**src/inc/irq_route_defines.svh**
```systemverilog
// register offsets, field positions, reset values and widths of the interrupt router
`ifndef IRQ_ROUTE_DEFINES_SVH
`define IRQ_ROUTE_DEFINES_SVH

// ----------------------------------------------------------------
// register offsets
// ----------------------------------------------------------------
`define REG_CONTROL        8'h00
`define REG_LEVEL          8'h01
`define REG_DIRECT_EN      8'h02
`define REG_MAP_CT_SC      8'h03
`define REG_MAP_PORT1      8'h04
`define REG_MAP_PORT2      8'h05
`define REG_STATUS         8'h06
`define REG_LINES          8'h07
`define REG_SOURCES        8'h08

// ----------------------------------------------------------------
// control register fields
// ----------------------------------------------------------------
`define CTL_MODE_LSB       0
`define CTL_MODE_MSB       1
`define CTL_VSEL_LSB       2
`define CTL_VSEL_MSB       3
`define CTL_DSD_BIT        4
`define CTL_A_EXT_BIT      5
`define CTL_B_EXT_BIT      6

// ----------------------------------------------------------------
// encodings and reset values
// ----------------------------------------------------------------
`define MODE_CODE_CTRL     2'h0
`define MODE_CODE_FIXED    2'h1
`define MODE_CODE_CHAIN    2'h2
`define VSEL_DRIVE         2'h2
`define RST_MODE           2'h2
`define RST_VSEL           2'h2
`define RST_DSD            1'h0
`define RST_EXT            1'h0
`define RST_LEVEL          4'h3
`define RST_DIRECT_EN      6'h03
`define RST_MAP            3'h0
`define LEVEL_MIN          4'h1
`define LEVEL_MAX          4'h8
`define MAP_FIELD_W        3

// ----------------------------------------------------------------
// source indices
// ----------------------------------------------------------------
`define SRC_CT             0
`define SRC_SC             1
`define SRC_P1A            2
`define SRC_P1B            3
`define SRC_P2A            4
`define SRC_P2B            5
`define NUM_SRC            6

`endif

```
**src/inc/irq_route_pkg.sv**
```systemverilog
// types shared by the interrupt router
package irq_route_pkg;

  typedef enum logic [2:0] {
    MODE_CTRL  = 3'b001,
    MODE_FIXED = 3'b010,
    MODE_CHAIN = 3'b100
  } mode_t;

endpackage

```
**src/inc/pin_sync_if.sv**
```systemverilog
// carrier between the router and its pin synchroniser
`timescale 1ns/1ps

interface pin_sync_if #(parameter int W = 11);
  logic [W-1:0] raw;
  logic [W-1:0] stable;
  modport sync (input raw, output stable);
  modport user (output raw, input stable);
endinterface

```
**src/design/irq_route.sv**
```systemverilog
// board interrupt routing, chain priority and baud clock selection
//
// What this block does
// - each source maps to line 0..7
// - several sources may share one line
// - controller scheme never drives shared request directly
// - chain board pulls its own line low
// - lower-numbered low line inhibits interrupting
// - nine levels; 0 senses none, 8 drives none
// - level n senses lines below n, drives n
// - line 0 sensed unless sense disable open; lowest level 1
// - fixed scheme: parallel direct or via counter
// - chain sensing off in other two schemes
// - channel clock internal or external, internal default
// - channel A receive/transmit share one clock
// - vector output only in select setting 2
// - sense disable open ignores line 0
`timescale 1ns/1ps
`include "irq_route_defines.svh"

module irq_route #(
  parameter int NUM_LINES = 8,
  parameter int DW        = 8
) (
  input  wire logic                 clk_in,
  input  wire logic                 nrst_in,
  input  wire logic [7:0]           addr_in,
  input  wire logic [DW-1:0]        wdata_in,
  input  wire logic                 wr_in,
  input  wire logic                 rd_in,
  output logic      [DW-1:0]        rdata_out,
  input  wire logic [`NUM_SRC-1:0]  src_req_in,
  input  wire logic [NUM_LINES-1:0] vectored_priority_line_in,
  output logic      [NUM_LINES-1:0] vectored_priority_line_out,
  output logic      [NUM_LINES-1:0] vectored_priority_line_oe_n_out,
  input  wire logic                 int_req_n_in,
  output logic                      int_req_n_out,
  output logic                      int_req_n_oe_n_out,
  input  wire logic                 int_ack_in,
  output logic                      vector_drive_out,
  input  wire logic                 timer_ch0_in,
  input  wire logic                 timer_ch1_in,
  input  wire logic                 ext_clock_a_in,
  input  wire logic                 ext_clock_b_in,
  output logic                      channel_a_receive_clock_out,
  output logic                      channel_a_transmit_clock_out,
  output logic                      channel_b_clock_out
);

  localparam int SW = NUM_LINES + 4;

  // ----------------------------------------------------------------
  // helper functions
  // ----------------------------------------------------------------
  function automatic irq_route_pkg::mode_t decode_mode(input logic [1:0] code);
    irq_route_pkg::mode_t m;
    m = irq_route_pkg::MODE_CHAIN;
    if (code == `MODE_CODE_CTRL) begin
      m = irq_route_pkg::MODE_CTRL;
    end else if (code == `MODE_CODE_FIXED) begin
      m = irq_route_pkg::MODE_FIXED;
    end
    return m;
  endfunction

  // lines numbered below the level
  function automatic logic [NUM_LINES-1:0] below_mask(input logic [3:0] lvl);
    logic [NUM_LINES-1:0] m;
    m = '0;
    for (int i = 0; i < NUM_LINES; i++) begin
      if (4'(i) < lvl) begin
        m[i] = 1'b1;
      end
    end
    return m;
  endfunction

  // the one line equal to the level; none at the top level
  function automatic logic [NUM_LINES-1:0] level_onehot(input logic [3:0] lvl);
    logic [NUM_LINES-1:0] m;
    m = '0;
    for (int i = 0; i < NUM_LINES; i++) begin
      if (4'(i) == lvl) begin
        m[i] = 1'b1;
      end
    end
    return m;
  endfunction

  // ----------------------------------------------------------------
  // pin synchroniser
  // ----------------------------------------------------------------
  pin_sync_if #(.W(SW)) sync_bus ();

  assign sync_bus.raw = {int_req_n_in, ext_clock_b_in, ext_clock_a_in, int_ack_in, vectored_priority_line_in};

  pin_sync #(
    .W         (SW),
    .RESET_VAL ({4'h8, {NUM_LINES{1'b1}}})
  ) u_sync (
    .clk_in  (clk_in),
    .nrst_in (nrst_in),
    .port    (sync_bus.sync)
  );

  logic [NUM_LINES-1:0] lines_seen;
  logic                 ack_seen;
  logic                 ext_a_seen;
  logic                 ext_b_seen;

  assign lines_seen = sync_bus.stable[NUM_LINES-1:0];
  assign ack_seen   = sync_bus.stable[NUM_LINES];
  assign ext_a_seen = sync_bus.stable[NUM_LINES+1];
  assign ext_b_seen = sync_bus.stable[NUM_LINES+2];

  // ----------------------------------------------------------------
  // configuration registers
  // ----------------------------------------------------------------
  logic [1:0]               mode_code;
  logic [1:0]               vsel;
  logic                     dsd_open;
  logic                     a_ext;
  logic                     b_ext;
  logic [3:0]               level;
  logic [`NUM_SRC-1:0]      direct_en;
  logic [`MAP_FIELD_W-1:0]  line_map [`NUM_SRC];
  logic [1:0]               next_mode_code;
  logic [1:0]               next_vsel;
  logic                     next_dsd_open;
  logic                     next_a_ext;
  logic                     next_b_ext;
  logic [3:0]               next_level;
  logic [`NUM_SRC-1:0]      next_direct_en;
  logic [`MAP_FIELD_W-1:0]  next_line_map [`NUM_SRC];
  logic [DW-1:0]            rdata;
  logic [DW-1:0]            next_rdata;

  irq_route_pkg::mode_t mode;
  assign mode = decode_mode(mode_code);

  always_comb begin
    next_mode_code = mode_code;
    next_vsel      = vsel;
    next_dsd_open  = dsd_open;
    next_a_ext     = a_ext;
    next_b_ext     = b_ext;
    next_level     = level;
    next_direct_en = direct_en;
    next_line_map  = line_map;
    if (wr_in) begin
      if (addr_in == `REG_CONTROL) begin
        next_mode_code = wdata_in[`CTL_MODE_MSB:`CTL_MODE_LSB];
        next_vsel      = wdata_in[`CTL_VSEL_MSB:`CTL_VSEL_LSB];
        next_dsd_open  = wdata_in[`CTL_DSD_BIT];
        next_a_ext     = wdata_in[`CTL_A_EXT_BIT];
        next_b_ext     = wdata_in[`CTL_B_EXT_BIT];
      end else if (addr_in == `REG_LEVEL) begin
        // level 0 belongs to the processor, so clamp to 1..8
        if (wdata_in[3:0] < `LEVEL_MIN) begin
          next_level = `LEVEL_MIN;
        end else if (wdata_in[3:0] > `LEVEL_MAX) begin
          next_level = `LEVEL_MAX;
        end else begin
          next_level = wdata_in[3:0];
        end
      end else if (addr_in == `REG_DIRECT_EN) begin
        next_direct_en = wdata_in[`NUM_SRC-1:0];
      end else if (addr_in == `REG_MAP_CT_SC) begin
        next_line_map[`SRC_CT] = wdata_in[2:0];
        next_line_map[`SRC_SC] = wdata_in[5:3];
      end else if (addr_in == `REG_MAP_PORT1) begin
        next_line_map[`SRC_P1A] = wdata_in[2:0];
        next_line_map[`SRC_P1B] = wdata_in[5:3];
      end else if (addr_in == `REG_MAP_PORT2) begin
        next_line_map[`SRC_P2A] = wdata_in[2:0];
        next_line_map[`SRC_P2B] = wdata_in[5:3];
      end
    end
  end

  always_ff @(posedge clk_in or negedge nrst_in) begin
    if (!nrst_in) begin
      mode_code <= `RST_MODE;
      vsel      <= `RST_VSEL;
      dsd_open  <= `RST_DSD;
      a_ext     <= `RST_EXT;
      b_ext     <= `RST_EXT;
      level     <= `RST_LEVEL;
      direct_en <= `RST_DIRECT_EN;
      for (int i = 0; i < `NUM_SRC; i++) begin
        line_map[i] <= `RST_MAP;
      end
    end else begin
      mode_code <= next_mode_code;
      vsel      <= next_vsel;
      dsd_open  <= next_dsd_open;
      a_ext     <= next_a_ext;
      b_ext     <= next_b_ext;
      level     <= next_level;
      direct_en <= next_direct_en;
      line_map  <= next_line_map;
    end
  end

  // ----------------------------------------------------------------
  // routing and chain priority
  // ----------------------------------------------------------------
  logic [NUM_LINES-1:0] sense_mask;
  logic                 inhibit;
  logic [NUM_LINES-1:0] map_drive;
  logic                 any_src;
  logic                 direct_req;
  logic [NUM_LINES-1:0] next_line_oe_n;
  logic                 next_int_oe_n;
  logic                 next_vector_drive;

  always_comb begin
    // sensing only in the chain scheme; open disable drops line 0
    sense_mask = '0;
    if (mode == irq_route_pkg::MODE_CHAIN) begin
      sense_mask = below_mask(level);
      if (dsd_open) begin
        sense_mask[0] = 1'b0;
      end
    end
    inhibit = |(sense_mask & ~lines_seen);
  end

  // each source ORed onto whichever line it is mapped to
  always_comb begin
    map_drive = '0;
    for (int s = 0; s < `NUM_SRC; s++) begin
      for (int l = 0; l < NUM_LINES; l++) begin
        if (src_req_in[s] && (line_map[s] == `MAP_FIELD_W'(l))) begin
          map_drive[l] = 1'b1;
        end
      end
    end
  end

  assign any_src    = |src_req_in;
  assign direct_req = |(src_req_in & direct_en);

  always_comb begin
    next_line_oe_n    = '1;
    next_int_oe_n     = 1'b1;
    next_vector_drive = 1'b0;
    case (mode)
      irq_route_pkg::MODE_CTRL: begin
        next_line_oe_n = ~map_drive;
        next_int_oe_n  = 1'b1;
      end
      irq_route_pkg::MODE_FIXED: begin
        next_int_oe_n = ~direct_req;
      end
      irq_route_pkg::MODE_CHAIN: begin
        if (any_src) begin
          next_line_oe_n = ~level_onehot(level);
        end
        next_int_oe_n = ~(direct_req && !inhibit);
        next_vector_drive = ack_seen && (vsel == `VSEL_DRIVE);
      end
      default: begin
        next_line_oe_n = '1;
      end
    endcase
  end

  // ----------------------------------------------------------------
  // baud clock selection
  // ----------------------------------------------------------------
  logic next_clk_a;
  logic next_clk_b;

  assign next_clk_a = a_ext ? ext_a_seen : timer_ch0_in;
  assign next_clk_b = b_ext ? ext_b_seen : timer_ch1_in;

  // ----------------------------------------------------------------
  // register read port
  // ----------------------------------------------------------------
  always_comb begin
    next_rdata = '0;
    if (rd_in) begin
      if (addr_in == `REG_CONTROL) begin
        next_rdata = DW'({b_ext, a_ext, dsd_open, vsel, mode_code});
      end else if (addr_in == `REG_LEVEL) begin
        next_rdata = DW'(level);
      end else if (addr_in == `REG_DIRECT_EN) begin
        next_rdata = DW'(direct_en);
      end else if (addr_in == `REG_MAP_CT_SC) begin
        next_rdata = DW'({line_map[`SRC_SC], line_map[`SRC_CT]});
      end else if (addr_in == `REG_MAP_PORT1) begin
        next_rdata = DW'({line_map[`SRC_P1B], line_map[`SRC_P1A]});
      end else if (addr_in == `REG_MAP_PORT2) begin
        next_rdata = DW'({line_map[`SRC_P2B], line_map[`SRC_P2A]});
      end else if (addr_in == `REG_STATUS) begin
        next_rdata = DW'({~sync_bus.stable[NUM_LINES+3], vector_drive_out,
                          ~(&vectored_priority_line_oe_n_out),
                          ~int_req_n_oe_n_out, inhibit});
      end else if (addr_in == `REG_LINES) begin
        next_rdata = DW'(lines_seen);
      end else if (addr_in == `REG_SOURCES) begin
        next_rdata = DW'(src_req_in);
      end
    end
  end

  // ----------------------------------------------------------------
  // output registers
  // ----------------------------------------------------------------
  always_ff @(posedge clk_in or negedge nrst_in) begin
    if (!nrst_in) begin
      rdata                           <= '0;
      vectored_priority_line_out      <= '0;
      vectored_priority_line_oe_n_out <= '1;
      int_req_n_out                   <= 1'b0;
      int_req_n_oe_n_out              <= 1'b1;
      vector_drive_out                <= 1'b0;
      channel_a_receive_clock_out     <= 1'b0;
      channel_a_transmit_clock_out    <= 1'b0;
      channel_b_clock_out             <= 1'b0;
    end else begin
      rdata                           <= next_rdata;
      vectored_priority_line_out      <= '0;
      vectored_priority_line_oe_n_out <= next_line_oe_n;
      int_req_n_out                   <= 1'b0;
      int_req_n_oe_n_out              <= next_int_oe_n;
      vector_drive_out                <= next_vector_drive;
      channel_a_receive_clock_out     <= next_clk_a;
      channel_a_transmit_clock_out    <= next_clk_a;
      channel_b_clock_out             <= next_clk_b;
    end
  end

  assign rdata_out = rdata;

endmodule // irq_route

```
**src/design/pin_sync.sv**
```systemverilog
// three-stage pin synchroniser with agreement filter
`timescale 1ns/1ps

module pin_sync #(
  parameter int           W         = 11,
  parameter logic [W-1:0] RESET_VAL = '1
) (
  input  wire logic clk_in,
  input  wire logic nrst_in,
  pin_sync_if.sync  port
);

  logic [W-1:0] stage1;
  logic [W-1:0] stage2;
  logic [W-1:0] stage3;
  logic [W-1:0] stable;
  logic [W-1:0] next_stable;

  // ----------------------------------------------------------------
  // a change counts once stages two and three agree
  // ----------------------------------------------------------------
  always_comb begin
    for (int i = 0; i < W; i++) begin
      next_stable[i] = (stage2[i] == stage3[i]) ? stage3[i] : stable[i];
    end
  end

  always_ff @(posedge clk_in or negedge nrst_in) begin
    if (!nrst_in) begin
      stage1 <= RESET_VAL;
      stage2 <= RESET_VAL;
      stage3 <= RESET_VAL;
      stable <= RESET_VAL;
    end else begin
      stage1 <= port.raw;
      stage2 <= stage1;
      stage3 <= stage2;
      stable <= next_stable;
    end
  end

  assign port.stable = stable;

endmodule // pin_sync

```
**config.mk**
```make
export PLATFORM = sky130hd
export DESIGN_NAME = irq_route
export DESIGN_NICKNAME = d
export VERILOG_FILES = /design/src/inc/irq_route_pkg.sv /design/src/inc/pin_sync_if.sv /design/src/design/irq_route.sv /design/src/design/pin_sync.sv
export VERILOG_INCLUDE_DIRS = /design/src /design/src/inc
export SDC_FILE = /design/constraint.sdc
export NUM_CORES = 1
export LEC_CHECK = 0
export BUFFER_PORTS_ARGS = -buffer_cell sky130_fd_sc_hd__buf_4
export CAP_MARGIN = 10
export CORE_ASPECT_RATIO = 0.6
export CORE_UTILIZATION = 45
export CTS_BUF_LIST = sky130_fd_sc_hd__clkbuf_16
export DETAILED_ROUTE_END_ITERATION = 10
export PLACE_DENSITY_LB_ADDON = 0.15
export SYNTH_ARGS = -nofsm -noshare
export SYNTH_HDL_FRONTEND = slang
export SYNTH_SLANG_ARGS = --single-unit
```
**constraint.sdc**
```tcl
create_clock -name clk_in -period 1.4 [get_ports clk_in]
set_input_delay 0.28 -clock clk_in [delete_from_list [all_inputs] [get_ports clk_in]]
set_output_delay 0.28 -clock clk_in [all_outputs]
set_load 0.005 [all_outputs]
```
* Word-level counts from Yosys, hierarchy flattened *
Index checks and enable logic that the tools add are counted.

storage, ports and cells
  register bits after elaboration = 103
  input bits = 40
  output and inout port bits = 30
  word-level logic and storage cells = 305

operators by class
  bitwise gates (word level) = 15
  multiplexer cells = 102
  order comparisons = 10
  equal/unequal tests = 74
  reduce and logical (&&, ||, !) cells = 70

operator list
  cell                count
  $mux 8              11
  $mux 1              84
  $eq 3x3->1 const B  25
  $logic_and 1x1->1   50
  $eq 3x2->1 const B  13
  $eq 8x3->1 const B  4
  $not 8->8           3
  $eq 3x1->1 const B  7
  $logic_not 3->1     6
  $eq 3x4->1 const A  4
  $eq 8x2->1 const B  2
  $lt 3x4->1 const A  4
  $pmux 8 s2          1
  $eq 1x1->1          12
  $reduce_or 6->1     2
  $not 1->1           10
  $and 8x8->8         1
  $eq 2x4->1 const A  2
  $eq 8x1->1 const B  1
  $eq 8x4->1 const B  1
  $logic_not 8->1     1
  $lt 1x4->1 const A  2
  $lt 2x4->1 const A  2
  $mux 4              2
  other kinds (20)    21

* Depth between registers and ports, before layout *
Gate-level depths: netlist of run 1.

  depth in word-level cells = 15
  depth in mapped cells = 6

* By module *
A second synthesis of run 1 with hierarchy kept.

unflattened totals
  cell total of the unflattened synthesis = 425
  area, all modules = 4829.6 um^2

modules (own cells, without submodules)
  module     cells an instance  area each (um^2)  times used
  irq_route  365                3448.3            1
  pin_sync   60                 1381.3            1

* Worst setup path after synthesis of run 1 *
OpenSTA, ideal clock, no wires.

  kind = input -> register
  start point = in addr_in[5]
  end point = reg a_ext
  slack = -0.095 ns
  arrival = 1.370 ns
  stages = 5
  required time = 1.275 ns
  setup time = 0.125 ns
  cells stage by stage = nor4_4 and2_1 buf_6 nand3_4 mux2_2

on the way
  cells in the longest elaborated chain, start to end = 2

ends and longest elaborated chain
  element                     RTL line          RTL
  start: declaration          irq_route.sv:27   input wire logic [7:0] addr_in,
  $logic_not 8->1 (no line)   --
  $reduce_and 2->1 (no line)  --
  end signal: assignment      irq_route.sv:186  a_ext <= `RST_EXT;
  end signal: assignment      irq_route.sv:197  a_ext <= next_a_ext;
  end: declaration            irq_route.sv:122  logic a_ext;

No other way between the ends.
A chain may end at the register's enable or synchronous reset.

* Worst setup path after layout of run 1 *
  start point = reg level[0]
  end point = reg rdata[0] (netlist: rdata_out[0])

on the way
  cells in the longest elaborated chain, start to end = 14
  elaborated cells between the ends (all ways) = 28

ends and longest elaborated chain
  element                   RTL line          RTL
  start: declaration        irq_route.sv:124  logic [3:0] level;
  start signal: assignment  irq_route.sv:188  level <= `RST_LEVEL;
  start signal: assignment  irq_route.sv:199  level <= next_level;
  $lt 1x4->1                irq_route.sv:71   if (4'(i) < lvl) begin
  $mux 1                    irq_route.sv:71
  $mux 1                    irq_route.sv:222  if (dsd_open) begin
  $mux 8                    irq_route.sv:220  if (mode == irq_route_pkg::MODE_CHAIN) begin
  $and 8x8->8               irq_route.sv:226  inhibit = |(sense_mask & ~lines_seen);
  $reduce_or 8->1           irq_route.sv:226
  $mux 8                    irq_route.sv:296  end else if (addr_in == `REG_STATUS) begin
  $mux 8                    irq_route.sv:294  end else if (addr_in == `REG_MAP_PORT2) begin
  $mux 8                    irq_route.sv:292  end else if (addr_in == `REG_MAP_PORT1) begin
  $mux 8                    irq_route.sv:290  end else if (addr_in == `REG_MAP_CT_SC) begin
  $mux 8                    irq_route.sv:288  end else if (addr_in == `REG_DIRECT_EN) begin
  $mux 8 *                  irq_route.sv:286  end else if (addr_in == `REG_LEVEL) begin
  $mux 8 *                  irq_route.sv:284  if (addr_in == `REG_CONTROL) begin
  $mux 8 *                  irq_route.sv:283  if (rd_in) begin
  named net next_rdata[0]   irq_route.sv:136  logic [DW-1:0] next_rdata;
  end signal: assignment    irq_route.sv:323  rdata <= next_rdata;
  end: declaration          irq_route.sv:135  logic [DW-1:0] rdata;

Mark *: on every way through the listed nets, which the timed path passes. The rest lies on a longest branch.

==> impl_summary.log, run 1 <==
[metrics] crit path max fanout: 6
[metrics] CTS tree: built
[metrics] unrepaired setup endpoints after global routing: true
[metrics] routed vias: 3,967
[metrics] static leakage power: 0.00287 uW
[metrics] most area-consuming cells after synthesis: sky130_fd_sc_hd__dfstp_2 (28%), sky130_fd_sc_hd__dfrtp_1 (27%), sky130_fd_sc_hd__mux2_2 (8.3%)
[metrics] Max Cap Violations: 0
[metrics] effective utilization at floorplan: 47.3%
[metrics] sequential power share: 47.7%
[metrics] wire length of the first global-routing pass: 22,700 um
[metrics] slowest stage cell on the critical path: sky130_fd_sc_hd__dfstp_2
[metrics] detail-routed net length per standard cell: 22.0 um
[metrics] fraction of power consumed by the clock network: 38.4%
[metrics] Die Y: 81.7 um
[metrics] final WL: 15,000 um
[metrics] buffering stage count on the worst path with inverters included: 0
[metrics] TritonCTS buffer count: 9
[metrics] I/O pin total: 70
[metrics] final hold viol count: 0
[metrics] pin count of the biggest net entering global routing: 35
[metrics] synthesis-stage register bit count: 103
[metrics] kind of end point of the critical path: register
[metrics] Synth Area per Inst: 11.9 um2
[metrics] Gate Count Post-Synth: 401
[metrics] Design Area, Final: 0.00663 mm2
[metrics] number of search-and-repair iterations in the first detailed-routing pass: 6
[metrics] Max Buffers Root-to-Sink: 2
[metrics] Internal Pwr Total: 5150 uW
[metrics] Pins Over Slew Limit: 0
[metrics] IR drop worst, VDD: 0.775 mV
[metrics] Final Net Count: 583
[metrics] final weighted congestion of routability-driven global placement: 0.916
[metrics] clock transition at the registers of the reported paths: 80 ps
[metrics] antenna violations before repair: 0
[metrics] cell type group with the largest total delay on the critical path: compound AO/OA/AOI/OAI gates
[metrics] Post-Route Utilization: 65.7%
[metrics] fraction of power spent switching nets: 26.7%
[metrics] Die Footprint: 0.0110 mm2
[metrics] fraction of synthesis flops using an asynchronous set or reset pin: 100%
[metrics] stages on the worst setup path: 5
[metrics] growth of design area from synthesis to finish: 39.1%
[metrics] violated checks: setup timing
[metrics] Detailed Route Iter0 Violations: 394
[metrics] final-layout setup total negative slack: -176 ps
[metrics] cell-by-cell trace of the critical path: a21oi_1 -> o211ai_1 -> nand4b_1 -> o21ai_1 -> a41o_1
[metrics] worst-case clock skew: 13.4 ps
[metrics] post-route fraction of the period consumed by the critical path: 107%
[metrics] minimum hold slack: 24.3 ps
[metrics] placed instance area: 0.00601 mm2
[metrics] leading cell type in the layout, fill and taps excluded: sky130_fd_sc_hd__buf_4
[metrics] total of fill cells in the finished design: 779
[metrics] area share of the largest cell type after synthesis: 28.1%
[metrics] switching power total: 1880 uW
[metrics] count of antenna diodes in the layout: 0
[metrics] most common flop cell mapped by yosys: sky130_fd_sc_hd__dfrtp_1
[metrics] post-layout worst setup margin: -93.8 ps
[metrics] Std-Cell Core Area: 0.0101 mm2
[metrics] post-route antenna net violation count: 0
[metrics] warning count from the yosys run: 0
[metrics] number of vias per cell after detailed routing: 5.81
[metrics] crit path launch type: register
[metrics] number of cells traversed by the worst hold path: 1
[metrics] Congestion Overflow GR: 0
[metrics] critical setup path kind: reg -> reg
[metrics] vias in the first global route: 3,834
[metrics] global routing usage summed across all routing layers: 29.1%
[metrics] top achievable clock speed: 669 MHz
[metrics] Die Span X: 135 um
[metrics] Buffers on Ports: 59
[metrics] commonest cells after routing, fill and taps aside: sky130_fd_sc_hd__buf_4 (140), sky130_fd_sc_hd__dfstp_2 (51), sky130_fd_sc_hd__dfrtp_1 (41)
[metrics] number of standard-cell rows in the floorplan: 28
[metrics] clock latency on the worst-skew pair: 360 ps
[metrics] Cell variety after synth: 58
[metrics] shortest period the worst path allows: 1490 ps
[metrics] power density cells: 1060 mW/mm2
[metrics] part of the Yosys area used for sequential elements: 55.4%
[metrics] stage delay of the slowest cell on the critical path: 640 ps
[metrics] crit path DAT: 1770 ps
[metrics] Clock Sink Count: 103
[metrics] root buffer cell: sky130_fd_sc_hd__clkbuf_16
[metrics] critical path required time: 1680 ps
[metrics] total setup violations reported at the end of the flow: 3
[metrics] count of cells along the worst register-to-register path: 5
[metrics] result of the run: finished, violations left
[metrics] combined area of all synthesized cells: 0.00477 mm2
[metrics] Worst R2R Setup Slack: -90 ps
[metrics] Synth area leader: sky130_fd_sc_hd__dfstp_2
[metrics] number of design rule violations left after detail routing: 0
[metrics] share of cells above drive strength 1: 56.9%
[metrics] HP Class: in -> reg
[metrics] HPWL Detailed: 11,400 um
[metrics] relative contribution of combinational cells to total power: 13.9%
[metrics] count of H-tree levels built during CTS: 3
[metrics] number of enable flip-flop cells after synthesis: 0
## final cells by class
cell class | count | area (um2) | share of cell area (%)
clock inverter | 7 | 113 | 1.70
multi-input combinational | 268 | 2210 | 33.4
clock buffer | 9 | 225 | 3.40
inverter | 12 | 45.0 | 0.679
tap | 135 | 169 | 2.55
timing repair buffer | 149 | 1210 | 18.3
sequential | 103 | 2660 | 40.0
## stage by stage
step | instances | setup WS [ps] | total power [uW]
after floorplan | 409 | -80.9 | 3710
after global placement | 664 | -300 | 4270
after detailed placement | 664 | -335 | 4280
after CTS | 682 | -51.3 | 7010
after global routing | 683 | -128 | 7270
final | 683 | -93.8 | 7020
## power groups by stage
stage / Combinational (uW) / Sequential [uW] / Clock (uW)
after floorplan: 376 / 3330 / 0
after global placement: 891 / 3380 / 0
after detailed placement: 896 / 3390 / 0
after CTS: 920 / 3340 / 2750
after global routing: 1040 / 3370 / 2860
final: 973 / 3350 / 2700
## worst paths after layout
kind                                   startpoint                end
worst max register to register           level[0]       rdata_out[0]
min in group asynchronous                 nrst_in       rdata_out[5]
worst min register to register  u_sync.stage1[10]  u_sync.stage2[10]
max in group asynchronous                 nrst_in       direct_en[0]
worst min-delay path                   int_ack_in   u_sync.stage1[8]
worst max-delay path                     level[0]       rdata_out[0]
## repair_timing
action / CTS / global route
hold buffers: 1 / 0
setup endpoints to repair: 9 / 26
buffers inserted: 1 / 1
gates resized for setup: 19 / 42
hold endpoints to repair: 2 / 0
pin swaps: 8 / 8
## layer usage
metal	GRT usage [%]	share of wire (%)	up-vias
met4	5.51	1.4	0
met1	44.7	50	1975
met2	39.5	39	201
li1	-	-	1769
met5	0	0	-
met3	9.32	9.6	22
## registers in the layout, summed over array words and instances, names as in the netlist, 4 cells and up
register	cells
direct_en	6
level	4
line_map	18
rdata_out	8
u_sync.port.stable	12
u_sync.stage1	12
u_sync.stage2	12
u_sync.stage3	12
vectored_priority_line_oe_n_out	8
## Yosys cell counts (4+ instances only)
library cell               count
sky130_fd_sc_hd__dfrtp_1      52
sky130_fd_sc_hd__and2_1        6
sky130_fd_sc_hd__mux2_2       35
sky130_fd_sc_hd__buf_4        10
sky130_fd_sc_hd__a32oi_1      13
sky130_fd_sc_hd__a21oi_1      20
sky130_fd_sc_hd__nand2b_1      9
sky130_fd_sc_hd__nor2_1       22
sky130_fd_sc_hd__nor3_1        9
sky130_fd_sc_hd__and3_1        5
sky130_fd_sc_hd__nand2_1      14
sky130_fd_sc_hd__o21ai_0      12
sky130_fd_sc_hd__nor2b_1      11
sky130_fd_sc_hd__inv_1        12
sky130_fd_sc_hd__clkbuf_1     10
sky130_fd_sc_hd__nand3_1      10
sky130_fd_sc_hd__a41oi_1       4
sky130_fd_sc_hd__a22oi_1       8
sky130_fd_sc_hd__nand4_1       8
sky130_fd_sc_hd__dfstp_2      51
sky130_fd_sc_hd__buf_2         5
sky130_fd_sc_hd__maj3_1       12
sky130_fd_sc_hd__nand3_4       4
sky130_fd_sc_hd__a31oi_1      14
## kinds of logic (layout without fill, tap and decap cells)
| kind of cell | after synthesis | in the layout | share of synthesized area, % |
|---|---|---|---|
| mux | 39 | 39 | 9.63 |
| buf+inv | 38 | 177 | 4.07 |
| compound gates | 96 | 96 | 14.1 |
| fa+ha+maj | 12 | 12 | 2.52 |
| flops | 103 | 103 | 55.4 |
| simple gates | 112 | 112 | 14.2 |
| other cells | 1 | 9 | 0.0786 |
Power figures use the tool's default switching activity.
==> run 2: changes to the inputs <==
--- a/config.mk
+++ b/config.mk
@@ -6,6 +6,7 @@
 export SDC_FILE = /design/constraint.sdc
 export NUM_CORES = 1
 export LEC_CHECK = 0
+export ABC_AREA = 1
 export BUFFER_PORTS_ARGS = -buffer_cell sky130_fd_sc_hd__buf_4
 export CAP_MARGIN = 10
 export CORE_ASPECT_RATIO = 0.6
==> impl_summary.log, run 2 <==
[metrics] Die Y: 82.1 um (+0.45%)
[metrics] result of the run: finished, violations left
[metrics] pin count of the biggest net entering global routing: 49 (+40%)
[metrics] Detailed Route Iter0 Violations: 402 (+2.0%)
[metrics] final hold viol count: 0 (unchanged)
[metrics] global routing usage summed across all routing layers: 28.3% (-0.81 points)
[metrics] crit path DAT: 1960 ps (+190 ps)
[metrics] final WL: 15,000 um (about the same)
[metrics] Die Footprint: 0.0111 mm2 (+0.90%)
[metrics] Cell variety after synth: 46 (-21%)
[metrics] post-route antenna net violation count: 0 (unchanged)
[metrics] share of cells above drive strength 1: 44.8% (-12 points)
[metrics] number of vias per cell after detailed routing: 5.33 (-8.3%)
[metrics] Clock Sink Count: 103 (unchanged)
[metrics] CTS tree: built
[metrics] growth of design area from synthesis to finish: 39.3%
[metrics] vias in the first global route: 4,087 (+6.6%)
[metrics] Pins Over Slew Limit: 0 (unchanged)
[metrics] Max Cap Violations: 0 (unchanged)
[metrics] kind of end point of the critical path: register
[metrics] root buffer cell: sky130_fd_sc_hd__clkbuf_16
[metrics] count of H-tree levels built during CTS: 3 (unchanged)
[metrics] total setup violations reported at the end of the flow: 5 (+2)
[metrics] Std-Cell Core Area: 0.0101 mm2 (+0.35%)
[metrics] Non-Filler Instances: 836 (+22%)
[metrics] Final Net Count: 736 (+26%)
[metrics] effective utilization at floorplan: 47.5% (+0.27 points)
[metrics] post-layout worst setup margin: -276 ps (-182 ps)
[metrics] static leakage power: 0.00314 uW (+9.5%)
[metrics] crit path launch type: register
[metrics] critical setup path kind: reg -> reg
[metrics] unrepaired setup endpoints after global routing: true
[metrics] worst slack at placement: -352 ps (-17.1 ps)
[metrics] most area-consuming cells after synthesis: sky130_fd_sc_hd__dfstp_2 (28%), sky130_fd_sc_hd__dfrtp_1 (27%), sky130_fd_sc_hd__nand2_1 (8.9%)
[metrics] violated checks: setup timing
[metrics] I/O pin total: 70 (unchanged)
[metrics] most frequent cell after synthesis: sky130_fd_sc_hd__nand2_1
[metrics] placed cell count: 800 (+20%)
[metrics] post-route fraction of the period consumed by the critical path: 120% (+13 points)
[metrics] Post-Route Utilization: 66.2% (+0.46 points)
[metrics] power density cells: 1010 mW/mm2 (-4.3%)
[metrics] critical path required time: 1680 ps (about the same)
[metrics] Buffers on Ports: 59 (unchanged)
[metrics] most common flop cell mapped by yosys: sky130_fd_sc_hd__dfrtp_1
[metrics] number of design rule violations left after detail routing: 0 (unchanged)
[metrics] ranking of synthesized cells by instance count: sky130_fd_sc_hd__nand2_1 (114), sky130_fd_sc_hd__inv_1 (65), sky130_fd_sc_hd__dfrtp_1 (52)
[metrics] worst-case clock skew: 10.0 ps (-3.36 ps)
[metrics] detail-routed net length per standard cell: 17.9 um (-18%)
[metrics] register bank with the most flops: line_map
[metrics] number of search-and-repair iterations in the first detailed-routing pass: 5 (-1)
[metrics] crit path max fanout: 3 (-3)
[metrics] commonest cells after routing, fill and taps aside: sky130_fd_sc_hd__buf_4 (152), sky130_fd_sc_hd__nand2_1 (101), sky130_fd_sc_hd__inv_1 (54)
[metrics] area share of the largest cell type after synthesis: 27.8% (-0.26 points)
[metrics] shortest period the worst path allows: 1680 ps (+182 ps)
[metrics] count of cells along the worst register-to-register path: 12 (+7)
[metrics] hold bufs inserted after CTS: 0 (-1)
[metrics] leading cell type in the layout, fill and taps excluded: sky130_fd_sc_hd__buf_4
[metrics] part of the Yosys area used for sequential elements: 54.9% (-0.50 points)
[metrics] Die Span X: 136 um (+0.45%)
[metrics] final weighted congestion of routability-driven global placement: 0.968 (+5.8%)
[metrics] Gate Count Post-Synth: 531 (+32%)
[metrics] clock transition at the registers of the reported paths: 70 ps (about the same)
[metrics] Synth area leader: sky130_fd_sc_hd__dfstp_2
[metrics] clock latency on the worst-skew pair: 350 ps (about the same)
[metrics] IR drop worst, VDD: 0.650 mV (-16%)
[metrics] HP Class: in -> async
[metrics] Synth Area per Inst: 9.06 um2 (-24%)
[metrics] number of enable flip-flop cells after synthesis: 0 (unchanged)
[metrics] count of antenna diodes in the layout: 0 (unchanged)
[metrics] routed vias: 4,454 (+12%)
[metrics] number of flip-flops in the largest register: 18 (unchanged)
[metrics] final-layout setup total negative slack: -691 ps (-515 ps)
[metrics] Max Buffers Root-to-Sink: 2 (unchanged)
[metrics] warning count from the yosys run: 0 (unchanged)
[metrics] top achievable clock speed: 597 MHz (-11%)
[metrics] fraction of synthesis flops using an asynchronous set or reset pin: 100% (unchanged)
[metrics] wire length of the first global-routing pass: 22,500 um (-0.82%)
[metrics] antenna violations before repair: 0 (unchanged)
[metrics] Congestion Overflow GR: 0 (unchanged)
[metrics] number of standard-cell rows in the floorplan: 28 (unchanged)
[metrics] combined area of all synthesized cells: 0.00481 mm2 (+0.92%)
[metrics] TritonCTS buffer count: 9 (unchanged)
[metrics] HPWL Detailed: 11,600 um (+1.6%)
[metrics] synthesis-stage register bit count: 103 (unchanged)
[run 2: cell count changes in the layout (fill, tap and decap cells not counted), moves of 7 or more]
cell | previous run | this run
sky130_fd_sc_hd__buf_4 | 140 | 152
sky130_fd_sc_hd__inv_1 | 11 | 54
sky130_fd_sc_hd__inv_2 | 1 | 14
sky130_fd_sc_hd__mux2_2 | 35 | 1
sky130_fd_sc_hd__nand2_1 | 12 | 101
sky130_fd_sc_hd__nand2_2 | 2 | 17
sky130_fd_sc_hd__nand2b_1 | 9 | 0
sky130_fd_sc_hd__nand3_1 | 10 | 20
sky130_fd_sc_hd__nor2_1 | 20 | 41
sky130_fd_sc_hd__o21ai_0 | 9 | 31
sky130_fd_sc_hd__o21ai_1 | 2 | 15
sky130_fd_sc_hd__o21ai_2 | 1 | 8
[run 2: power by group]
group / switching, uW / internal [uW] / leakage [uW]
Combinational: 481 / 425 / 0.00179
Sequential: 139 / 3210 / 0.00120
Clock: 1130 / 1410 / 0.000150
[run 2: cell type report]
class	count	area (um2)
Fill cell	860	3420
Sequential cell	103	2650
Multi-Input combinational cell	349	1990
Timing Repair Buffer	163	1310
Inverter	70	273
Clock buffer	9	225
Tap cell	135	169
Clock inverter	7	80.1
[run 2: worst max-delay path, cell delays in order (launching register included)]
cell	delay, ps
sky130_fd_sc_hd__dfstp_2	620
sky130_fd_sc_hd__nand2_2	90
sky130_fd_sc_hd__nand2_1	80
sky130_fd_sc_hd__nand2_1	50
sky130_fd_sc_hd__o21ai_1	150
sky130_fd_sc_hd__nor2_1	70
sky130_fd_sc_hd__nand2_1	120
sky130_fd_sc_hd__nand2_1	60
sky130_fd_sc_hd__nand2_1	80
sky130_fd_sc_hd__nand2_1	60
sky130_fd_sc_hd__nand2_1	70
sky130_fd_sc_hd__nand2_1	60
sky130_fd_sc_hd__a21oi_2	100
[run 2: final timing paths]
check	start	to	slack [ps]
setup reg to reg	level[0]	rdata_out[0]	-280
min in group clk_in	ext_clock_a_in	u_sync.stage1[9]	30
hold reg to reg	u_sync.stage1[9]	u_sync.stage2[9]	350
setup / recovery	level[0]	rdata_out[0]	-280
hold / removal	nrst_in	u_sync.stage3[0]	20
max in group asynchronous	nrst_in	direct_en[1]	1030
[run 2: per-stage QoR]
| step | power [uW] | area, um2 | hold WS [ps] |
|---|---|---|---|
| finish | 6790 | 6700 | 22.9 |
| global route | 7050 | 6700 | 15.4 |
| CTS | 6790 | 6450 | 21.0 |
| detailed placement | 4190 | 6030 | 336 |
| global placement | 4160 | 6030 | 332 |
| floorplan | 3670 | 4860 | -15.6 |
[run 2: cell families after synthesis]
family | after synthesis | share of synthesized area (%)
multiplexers | 1 | 0.234
AO/OA/AOI/OAI | 106 | 13.2
buffers and inverters | 87 | 8.09
adder cells (fa/ha/maj) | 12 | 2.50
AND/OR/NAND/NOR | 221 | 21.0
other | 1 | 0.0779
flip-flops | 103 | 54.9
[run 2: routing by layer]
layer	vias to the layer above	global-route usage (%)	routed length (um)	share of wire, %
li1	2064	-	-	-
met1	2176	43.8	7510	50
met2	194	38.9	6050	40
met3	20	6.90	1240	8.3
met4	0	6.97	180	1.2
met5	-	0	0	0
[run 2: what timing repair did]
item                       in CTS  in global routing
gates resized for setup        21                 52
pin swaps                      12                 20
gates cloned                    0                  1
buffers inserted                7                 13
setup endpoints to repair       5                 30
==> run 3: changes to the inputs <==
==> constraint.sdc (replaced) <==
create_clock -name clk_in -period 2.08 [get_ports clk_in]
set_input_delay 0.416 -clock clk_in [delete_from_list [all_inputs] [get_ports clk_in]]
set_output_delay 0.416 -clock clk_in [all_outputs]
set_load 0.005 [all_outputs]
==> impl_summary.log, run 3 (synthesis results as in run 2) <==
[metrics] total setup violations reported at the end of the flow: 0 (-5)
[metrics] crit path max fanout: 6 (+3)
[metrics] RR Startpoint: level[3]
[metrics] total of fill cells in the finished design: 932 (+8.4%)
[metrics] placed instance area: 0.00540 mm2 (-11%)
[metrics] clock latency on the worst-skew pair: 360 ps (about the same)
[metrics] count of cells along the worst register-to-register path: 12 (unchanged)
[metrics] Std-Cell Core Area: 0.0101 mm2 (unchanged)
[metrics] final hold viol count: 0 (unchanged)
[metrics] CTS tree: built
[metrics] detail-routed net length per standard cell: 17.4 um (-2.7%)
[metrics] wire length of the first global-routing pass: 20,300 um (-9.7%)
[metrics] effective utilization at floorplan: 47.5% (unchanged)
[metrics] Clock Sink Count: 103 (unchanged)
[metrics] IR drop worst, VDD: 0.569 mV (-13%)
[metrics] number of vias per cell after detailed routing: 5.35 (+0.37%)
[metrics] power density cells: 780 mW/mm2 (-23%)
[metrics] post-route fraction of the period consumed by the critical path: 89.2% (-30 points)
[metrics] endpoint of the lowest-slack register-to-register path: rdata_out[0]
[metrics] Post-Route Utilization: 56.5% (-9.7 points)
[metrics] register bank with the most flops: line_map
[metrics] number of standard-cell rows in the floorplan: 28 (unchanged)
[metrics] antenna violations before repair: 0 (unchanged)
[metrics] post-route antenna net violation count: 0 (unchanged)
[metrics] number of search-and-repair iterations in the first detailed-routing pass: 5 (unchanged)
[metrics] Max Buffers Root-to-Sink: 2 (unchanged)
[metrics] Detailed Route Iter0 Violations: 295 (-27%)
[metrics] critical path required time: 2320 ps (+640 ps)
[metrics] Max Cap Violations: 0 (unchanged)
[metrics] Pins Over Slew Limit: 0 (unchanged)
[metrics] slew margin rel.: 61.9%
[metrics] actual slew at the worst max-slew pin: 569 ps
[metrics] clock transition at the registers of the reported paths: 80 ps (about the same)
[metrics] leading cell type in the layout, fill and taps excluded: sky130_fd_sc_hd__nand2_1
[metrics] number of design rule violations left after detail routing: 0 (unchanged)
[metrics] growth of design area from synthesis to finish: 18.8%
[metrics] worst-case clock skew: 17.4 ps (+7.42 ps)
[metrics] routed vias: 3,941 (-12%)
[metrics] Die Y: 82.1 um (unchanged)
[metrics] static leakage power: 0.00262 uW (-17%)
[metrics] kind of end point of the critical path: register
[metrics] crit path DAT: 2090 ps (+130 ps)
[metrics] post-layout worst setup margin: 225 ps (+500 ps)
[metrics] Die Span X: 136 um (unchanged)
[metrics] count of antenna diodes in the layout: 0 (unchanged)
[metrics] worst slack at placement: 63.5 ps (+415 ps)
[metrics] top achievable clock speed: 539 MHz (-9.7%)
[metrics] unrepaired setup endpoints after global routing: false
[metrics] final WL: 12,900 um (-14%)
[metrics] hold bufs inserted after CTS: 0 (unchanged)
[metrics] shortest period the worst path allows: 1860 ps (+180 ps)
[metrics] Final Net Count: 637 (-13%)
[metrics] I/O pin total: 70 (unchanged)
[metrics] number of gates given a new drive strength after cts: 0 (-100%)
[metrics] commonest cells after routing, fill and taps aside: sky130_fd_sc_hd__nand2_1 (114), sky130_fd_sc_hd__inv_1 (65), sky130_fd_sc_hd__buf_4 (62)
[metrics] global routing usage summed across all routing layers: 25.3% (-3.0 points)
[metrics] root buffer cell: sky130_fd_sc_hd__clkbuf_16
[metrics] final weighted congestion of routability-driven global placement: 0.940 (-3.0%)
[metrics] pin count of the biggest net entering global routing: 38 (-22%)
[metrics] Buffers on Ports: 59 (unchanged)
[metrics] vias in the first global route: 3,738 (-8.5%)
[metrics] number of flip-flops in the largest register: 18 (unchanged)
[metrics] count of H-tree levels built during CTS: 3 (unchanged)
[metrics] crit path launch type: register
[metrics] Design Area, Final: 0.00572 mm2 (-15%)
[metrics] HP Class: in -> async
[metrics] TritonCTS buffer count: 9 (unchanged)
[metrics] result of the run: complete, no violations
[metrics] multi-input gate area in the final layout: 0.00181 mm2 (-9.0%)
[metrics] Worst R2R Setup Slack: 220 ps (+500 ps)
[metrics] final-layout setup total negative slack: 0 ps (+691 ps)
[metrics] HPWL Detailed: 10,100 um (-13%)
[metrics] Die Footprint: 0.0111 mm2 (unchanged)
[metrics] critical setup path kind: reg -> reg
[metrics] number of buffers inserted by post-CTS setup repair: 0 (-7)
[metrics] FF+latch area: 0.00264 mm2 (-0.33%)
[metrics] Congestion Overflow GR: 0 (unchanged)
[metrics] share of cells above drive strength 1: 27.6% (-17 points)
[run 3: worst max path at each step]
stage	start	endpoint	cells after the start
5_1_grt	level[2]	rdata_out[0]	13
3_5_place_dp	addr_in[3]	rdata_out[2]	12
3_3_place_gp	addr_in[3]	rdata_out[2]	11
6_report	level[3]	rdata_out[0]	12
2_1_floorplan	addr_in[7]	rdata_out[4]	9
4_1_cts	level[1]	rdata_out[0]	12
[run 3: area by class of cell]
cell class / instances / area share (%)
sequential: 103 / 46.2
multi-input combinational: 349 / 31.7
timing repair buffer: 64 / 8.84
inverter: 70 / 4.71
clock buffer: 9 / 3.94
tap: 135 / 2.96
clock inverter: 7 / 1.64
[run 3: worst max-delay path, cell delays in order (launching register included)]
cell and delay [ps]:
sky130_fd_sc_hd__dfrtp_1 460, sky130_fd_sc_hd__nor2_1 370, sky130_fd_sc_hd__nand2_1 140, sky130_fd_sc_hd__nand4_1 100, sky130_fd_sc_hd__nand2_1 50, sky130_fd_sc_hd__nor2_1 80
sky130_fd_sc_hd__nand2_1 100, sky130_fd_sc_hd__nand2_1 70, sky130_fd_sc_hd__nand2_1 50, sky130_fd_sc_hd__nand2_1 110, sky130_fd_sc_hd__nand2_1 70, sky130_fd_sc_hd__nand2_1 70
sky130_fd_sc_hd__a21oi_1 70
[run 3: per-stage QoR]
step / instances / hold slack, ps / power, uW
after global routing: 737 / 52.2 / 4630
after floorplan: 539 / 120 / 2470
after global placement: 721 / 332 / 2700
final: 737 / 25.6 / 4460
after CTS: 737 / 36.4 / 4490
after detailed placement: 721 / 335 / 2710
[run 3: routing by layer]
metal  track usage [%]  up-vias  part of all wire [%]
li1                  -     1865                     -
met2              33.4      193                    38
met5                 0        -                     0
met1              40.0     1861                    51
met4              7.19        0                   1.3
met3              6.04       22                    10
[run 3: power breakdown]
part           internal (uW)  leakage (uW)  total [uW]  switching [uW]
clock network            969      0.000153        1780             808
registers               2160       0.00121        2260             104
logic                    166       0.00125         416             250
total                   3300       0.00262        4460            1160
